<file path="config.mk">
export PLATFORM = sky130hd
export DESIGN_NAME = spc_counter
export DESIGN_NICKNAME = d
export VERILOG_FILES = /design/src/rtl/spc_pkg.sv /design/src/rtl/spc_counter.sv
export SDC_FILE = /design/constraint.sdc
export NUM_CORES = 1
export LEC_CHECK = 0
export ABC_AREA = 1
export BUFFER_PORTS_ARGS = -buffer_cell sky130_fd_sc_hd__clkbuf_2
export CAP_MARGIN = 20
export CORE_AREA = 2 2 39 41
export DETAILED_ROUTE_END_ITERATION = 8
export DIE_AREA = 0 0 41 43
export HOLD_SLACK_MARGIN = 0.08
export SETUP_SLACK_MARGIN = 0.4
export SYNTH_ARGS = -nofsm -noshare
export SYNTH_HDL_FRONTEND = slang
export SYNTH_SLANG_ARGS = --single-unit
</file>
<file path="constraint.sdc">
create_clock -name i_clk -period 1.9 [get_ports i_clk]
set_input_delay 0.19 -clock i_clk [delete_from_list [all_inputs] [get_ports i_clk]]
set_output_delay 0.19 -clock i_clk [all_outputs]
set_load 0.01 [all_outputs]
</file>
<file path="src/rtl/spc_pkg.sv">
package spc_pkg;
   localparam int          CNT_W       = 4;
   localparam logic [3:0]  CNT_RESET   = 4'h0;
   localparam logic [3:0]  CNT_ZERO    = 4'h0;
   localparam logic [3:0]  TERM_DECADE = 4'h9;
   localparam logic [3:0]  TERM_BINARY = 4'hF;

   typedef struct packed {
      logic [3:0] count;
      logic       carry;
   } spc_state_t;

   typedef struct packed {
      logic       load_n;
      logic       clear_n;
      logic       count_enable_parallel;
      logic       count_enable_trickle;
      logic [3:0] data;
   } spc_ctrl_t;
endpackage

</file>
<file path="src/rtl/spc_counter.sv">
`timescale 1ns/10ps
module spc_counter #(
   parameter bit DECADE       = 1'b0,
   parameter bit DIRECT_CLEAR = 1'b0
) (
   // Clock and reset
   input  wire logic              i_clk,
   input  wire logic              i_rst,
   input  wire logic              i_ce,
   // Control and data
   input  wire spc_pkg::spc_ctrl_t i_ctrl,
   // Counter outputs
   output logic [3:0]             o_count,
   output logic                   o_ripple_carry_out
);
   // Operating mode chosen at an edge
   typedef enum logic [1:0] {
      MODE_HOLD  = 2'b00,
      MODE_COUNT = 2'b01,
      MODE_LOAD  = 2'b10,
      MODE_CLEAR = 2'b11
   } spc_mode_t;

   // Register and its next value
   spc_pkg::spc_state_t state_reg;
   spc_pkg::spc_state_t state_next;

   // Terminal count of the selected option
   logic [3:0]          term;

   // Decoded controls
   logic                clear_n_w;
   logic                clear_sync;
   logic                load_now;
   logic                count_now;
   spc_mode_t           mode;

   // Terminal and wrap detection
   logic                at_term;
   logic                out_of_range;
   logic                wrap;

   // Look-ahead chain, one stage per bit
   logic [spc_pkg::CNT_W:0]   ones_chain;
   logic [spc_pkg::CNT_W-1:0] inc_binary;
   logic [3:0]                inc;

   // Count and carry after this edge
   logic [3:0]          count_after;
   logic                carry_after;

   assign term = DECADE ? spc_pkg::TERM_DECADE : spc_pkg::TERM_BINARY;

   // Controls act at the clock edge, except clear when DIRECT_CLEAR is set
   assign clear_n_w  = i_ctrl.clear_n;
   assign clear_sync = !DIRECT_CLEAR && !clear_n_w;
   assign load_now   = !i_ctrl.load_n;
   assign count_now  = i_ctrl.count_enable_parallel && i_ctrl.count_enable_trickle;

   // Decade also recovers from 10 to 15
   assign at_term      = (state_reg.count == term);
   assign out_of_range = DECADE && (state_reg.count > spc_pkg::TERM_DECADE);
   assign wrap         = at_term || out_of_range;

   // Bit toggles when all lower bits are one
   assign ones_chain[0] = 1'b1;
   generate
      for (genvar b = 0; b < spc_pkg::CNT_W; b++) begin : g_bit
         assign ones_chain[b+1] = ones_chain[b] && state_reg.count[b];
         assign inc_binary[b]   = state_reg.count[b] ^ ones_chain[b];
      end
   endgenerate

   assign inc = wrap ? spc_pkg::CNT_ZERO : inc_binary;

   // Priority: clear, load, count, hold
   always_comb begin
      mode = MODE_HOLD;
      if (clear_sync) begin
         mode = MODE_CLEAR;
      end else if (load_now) begin
         mode = MODE_LOAD;
      end else if (count_now) begin
         mode = MODE_COUNT;
      end
   end

   always_comb begin
      state_next  = state_reg;
      count_after = state_reg.count;
      unique case (mode)
         MODE_CLEAR: begin
            count_after = spc_pkg::CNT_ZERO;
         end
         MODE_LOAD: begin
            count_after = i_ctrl.data;
         end
         MODE_COUNT: begin
            count_after = inc;
         end
         MODE_HOLD: begin
            count_after = state_reg.count;
         end
      endcase
      // Registered carry follows the trickle enable one edge late
      carry_after      = i_ctrl.count_enable_trickle && (count_after == term);
      state_next.count = count_after;
      state_next.carry = carry_after;
   end

   generate
      if (DIRECT_CLEAR) begin : g_direct_clear
         // Clear overrides clock, load and enables at once
         always_ff @(posedge i_clk or posedge i_rst or negedge clear_n_w) begin
            if (i_rst) begin
               state_reg <= '{count: spc_pkg::CNT_RESET, carry: 1'b0};
            end else if (!clear_n_w) begin
               state_reg <= '{count: spc_pkg::CNT_ZERO, carry: 1'b0};
            end else if (i_ce) begin
               state_reg <= state_next;
            end
         end
      end else begin : g_sync_clear
         always_ff @(posedge i_clk or posedge i_rst) begin
            if (i_rst) begin
               state_reg <= '{count: spc_pkg::CNT_RESET, carry: 1'b0};
            end else if (i_ce) begin
               state_reg <= state_next;
            end
         end
      end
   endgenerate

   assign o_count            = state_reg.count;
   assign o_ripple_carry_out = state_reg.carry;
endmodule // spc_counter

</file>
* After elaboration in Yosys (flattened, before gate mapping) *
Index checks and enable logic that the tools add are counted.

cells by class
  eq/ne operators = 5
  mux-type cells = 5
  bitwise logic cells = 4
  reduce and logical (&&, ||, !) cells = 5

operator list
  kind                                                              count
  4-bit case mux with 4 select lines                                1
  4-bit == test (second input constant)                             2
  2-bit == test (second input constant)                             2
  1-bit logical AND                                                 4
  2-bit 2-to-1 mux                                                  2
  4-bit 2-to-1 mux                                                  1
  1-bit XOR                                                         3
  2-bit by 1-bit == test with 1-bit output (second input constant)  1
  2-bit zero test                                                   1
  1-bit 2-to-1 mux                                                  1
  1-bit inverter                                                    1

word-level totals
  flip-flop bits (word level) = 5
  input bits = 11
  output and inout port bits = 5
  logic and storage cells = 21

* Longest topological paths before layout *
  depth after elaboration = 8
  depth in mapped cells = 10
  mapped depth without buffers = 10

* Worst setup path before layout *
No wires, ideal clock.

  path type = register -> register
  from = register state_reg (netlist bit o_count[0])
  to = register state_reg (netlist bit o_ripple_carry_out)
  setup time = 0.117 ns
  arrival time = 1.278 ns
  data required time = 1.783 ns
  setup slack = 0.505 ns
  cell stages (with the launch flop) = 9
  buffers on the path = 0
  period minus slack after synthesis = 1.395 ns
  cells stage by stage = dfrtp_1 -> ha_1 -> ha_1 -> nand2_1 -> nor2_1 -> nor2_1 -> nor2_1 -> nand3_1 -> nand2_1

between the ends
  cells in the longest elaborated chain, start to end = 7
  elaborated cells on any way between the ends = 11
  classes of those cells = eq/ne: 2; mux: 2; bitwise: 4; reduce/logical: 3

ends and longest elaborated chain
  what                                  line                source
  start: declaration                    spc_counter.sv:25   spc_pkg::spc_state_t state_reg;
  start signal: assignment              spc_counter.sv:126  state_reg <= '{count: spc_pkg::CNT_RESET, carry: 1'b0};
  start signal: assignment              spc_counter.sv:128  state_reg <= state_next;
  1-bit logical AND (2 in series)       spc_counter.sv:69   assign ones_chain[b+1] = ones_chain[b] && state_reg.count[b];
  1-bit XOR                             spc_counter.sv:70   assign inc_binary[b] = state_reg.count[b] ^ ones_chain[b];
  4-bit 2-to-1 mux                      spc_counter.sv:74   assign inc = wrap ? spc_pkg::CNT_ZERO : inc_binary;
  4-bit case mux with 4 select lines *  spc_counter.sv:91   unique case (mode)
  4-bit == test *                       spc_counter.sv:106  carry_after = i_ctrl.count_enable_trickle && (count_after == term);
  1-bit logical AND *                   spc_counter.sv:106

Mark *: on every way between the ends. The rest lies on a longest branch, timed or not.
A chain may end at the register's enable or synchronous reset.

* Worst setup path after layout *
  from = register state_reg (netlist bit o_count[1])
  to = register state_reg (netlist bit o_ripple_carry_out)

The elaborated chain is that of the path after synthesis.

==> flow_summary_export.csv <==
group,metric,value,unit
pwr,pwr_dens,584.4,nW/um^2
setup_path,critical_path_buf_inv_count,1,
clock_tree,cts.reportedPaths.clkPinSlew,40,ps
finish,final_core_util,40.14,%
die,dieArea,1763,sq um
outcome,outcome,"completed",
sta,worst_slew_pin_slew,217.3,ps
detailed_routing,drt_first_pass_iters,4,
synth,synth_sequential_area_ratio,33.44,%
die,floorplan.io_pins,16,
grt,grt_pass1_vias,358,
detailed_routing,postRouteWirelength,893,um
setup_path,critical_path.slowest_cell,"dfrtp_2",
pwr,total_leakage_power,0.2995,nW
die,initial_utilization,27.03,%
job,maxCapViolations,0,
placement,numPortBuffers,15,
detailed_routing,route.detailed.drc,0,
clock_tree,clock_tree_from_tritoncts,"built",
clock_tree,clock_latency,230,ps
sta,final_report_max_slew_violation_count,0,
detailed_routing,routedWlPerCell,9.112,um
clock_tree,clock_sinks,5,
grt,grt_overflow_total,0,
setup_path,cp-end-kind,"flip-flop",
finish,finish.net_count,96,
sta,finalWorstPathRequiredPeriod,1408,ps
synth,netlist_area,374.1,sq um
setup_path,path_max_fanout,4,
setup_path,arrival,1530,ps
grt,initial_antenna_violation_count,0,
placement,dp.final_hpwl,685.3,um
sta,timing.clock.skew,0.1826,ps
setup_path,worst_ep_required_time,2020,ps
setup_path,crit_top_cell,"nor2_1",
clock_tree,cts_buffer_depth,2,
setup_path,top_family_by_delay_on_critical_path,"simple AND/OR/NAND/NOR gates",
hold_path,worstHoldPathType,"input port to flip-flop",
synth,post_synth.cell_area_avg,6.341,sq um
synth,postSynthNetCount,72,
finish,drive_gt1_share,32.93,%
pwr,power.ir.vdd_worst,294.0,uV
sta,setup-tns-final,0,ps
finish,syn2layout_area_growth,48.49,%
setup_path,crit_type,"flip-flop to flip-flop",
sta,worst_hold_margin,323.0,ps
sta,grt_setup_unrepaired,"no",
die,dieWidth,41,um
sta,slew_headroom,85.42,%
pwr,fin_total_pwr,0.3247,mW
detailed_routing,via_per_inst,4.316,
sta,finalHoldViolations,0,
synth,post-synth-top-area-fraction,33.44,%
clock_tree,htree_levels,1,
synth,yosys_warnings,0,
detailed_routing,num_vias,423,
synth,post-synth-top-area-cell,"dfrtp_1",
sta,final-setup-viol-count,0,
grt,grt_pass1_wl,1324,um
grt,largest_net_degree_at_the_start_of_global_routing,11,
detailed_routing,final_antenna_net_count,0,
grt,grt_util_all_layers,11.41,%
finish,n_antenna_cell,0,
synth,yosys_register_bits,5,
clock_tree,cts.root.buffer_cell,"clkbuf_4",
die,die-height,43,um
setup_path,critical_path.cell_chain,"ha_4 -> ha_4 -> inv_2 -> nand2_1 -> nand3_1 -> nor2_1 -> nor2_1 -> nor2_1 -> nand3_1 -> nand2_1",
die,floorplan.core_area,1384,sq um
sta,timing.final.crit_share,74.10,%
synth,post_synth_main_area_contributors,"dfrtp_1, nand3_1, nand2_1",
die,core.rowCount,14,
placement,gp_congestion,0.7308,
synth,cells_after_synthesis,59,
synth,synth.lib_cells_used.distinct,9,
detailed_routing,drt-initial-drc-count,10,
clock_tree,cts_inserted_buffers,3,
sta,fmax,710.2,MHz
setup_path,max_stage_delay,440,ps
setup_path,start_kind,"flip-flop",
## flip-flops by register name (all words and copies together), names as in the netlist
| signal | count |
|---|---|
| o_count | 4 |
| o_ripple_carry_out | 1 |
## worst reg2reg max path: stages (launching register included)
cell,delay (ps)
dfrtp_2,440
ha_4,180
ha_4,150
inv_2,30
nand2_1,40
nand3_1,70
nor2_1,40
nor2_1,140
nor2_1,60
nand3_1,70
nand2_1,60
## synth_stat cells, drive strengths merged
cell type / instances
nand4: 1
inv: 7
dfrtp: 5
nor2: 11
clkinv: 2
o21ai: 4
ha: 2
nand3: 12
nand2: 15
## power by group
group | switching [mW] | internal [mW]
combinational | 0.0406 | 0.0376
clock | 0.0391 | 0.0791
sequential | 0.0129 | 0.115
## per-layer routing
layer	global-route usage [%]	up-vias	part of all wire (%)
li1	-	233	-
met3	3.141	0	2.8
met5	0	-	0
met2	16.88	7	54
met4	10.00	0	0
met1	12.46	183	43
## through the flow
step	std cells	instance area, sq um	worst slack, ps
detailed placement	90	469.2	429.3
global route	98	555.5	378.1
floorplan	59	374.1	504.7
finish	98	555.5	492.0
CTS	95	505.5	422.0
global placement	90	469.2	442.2
## path summary, 6_finish.rpt
path                                                 from  slack (ps)                              to  cells after the start
max                                o_count[1]$_DFFE_PP0P_         490  o_ripple_carry_out$_DFFE_PP0P_                     10
min                                                  i_ce         320  o_ripple_carry_out$_DFFE_PP0P_                      4
max reg2reg                        o_count[1]$_DFFE_PP0P_         490  o_ripple_carry_out$_DFFE_PP0P_                     10
min reg2reg                o_ripple_carry_out$_DFFE_PP0P_         480  o_ripple_carry_out$_DFFE_PP0P_                      2
max in group asynchronous                           i_rst        1340          o_count[0]$_DFFE_PP0P_                      3
min in group asynchronous                           i_rst         380          o_count[3]$_DFFE_PP0P_                      3
## kinds of logic (layout without fill, tap and decap cells)
family / count (synthesis) / count (layout) / synth area share (%)
compound gates: 4 / 4 / 5.351
fa+ha+maj: 2 / 2 / 6.688
buf+inv: 9 / 32 / 9.032
flops: 5 / 5 / 33.44
simple gates: 39 / 39 / 45.48
## placed cells by master, fill, tap and decap left out
master          n
buf_4           3
clkbuf_1        1
clkbuf_2       15
clkbuf_4        3
clkinv_1        2
dfrtp_1         3
dfrtp_2         2
dlygate4sd3_1   1
ha_4            2
inv_1           6
inv_2           1
nand2_1        15
nand3_1        12
nand4_2         1
nor2_1         11
o21ai_0         4
## cell type report
| cell class | count | area (sq um) |
|---|---|---|
| flip-flops and latches | 5 | 127.6 |
| clock buffers | 4 | 26.28 |
| repair buffers | 19 | 107.6 |
| multi-input cells | 45 | 240.2 |
| fillers | 153 | 828.3 |
| inverters | 9 | 33.78 |
| well taps | 16 | 20.02 |
## repair_timing
action                                  4_1_cts  5_1_grt
buffers inserted                              0        3
resized for setup                             0        7
endpoints found under the setup margin        0        3
endpoints found under the hold margin         5        0
hold buffers                                  1        0
(Power assumes the default switching activity.)
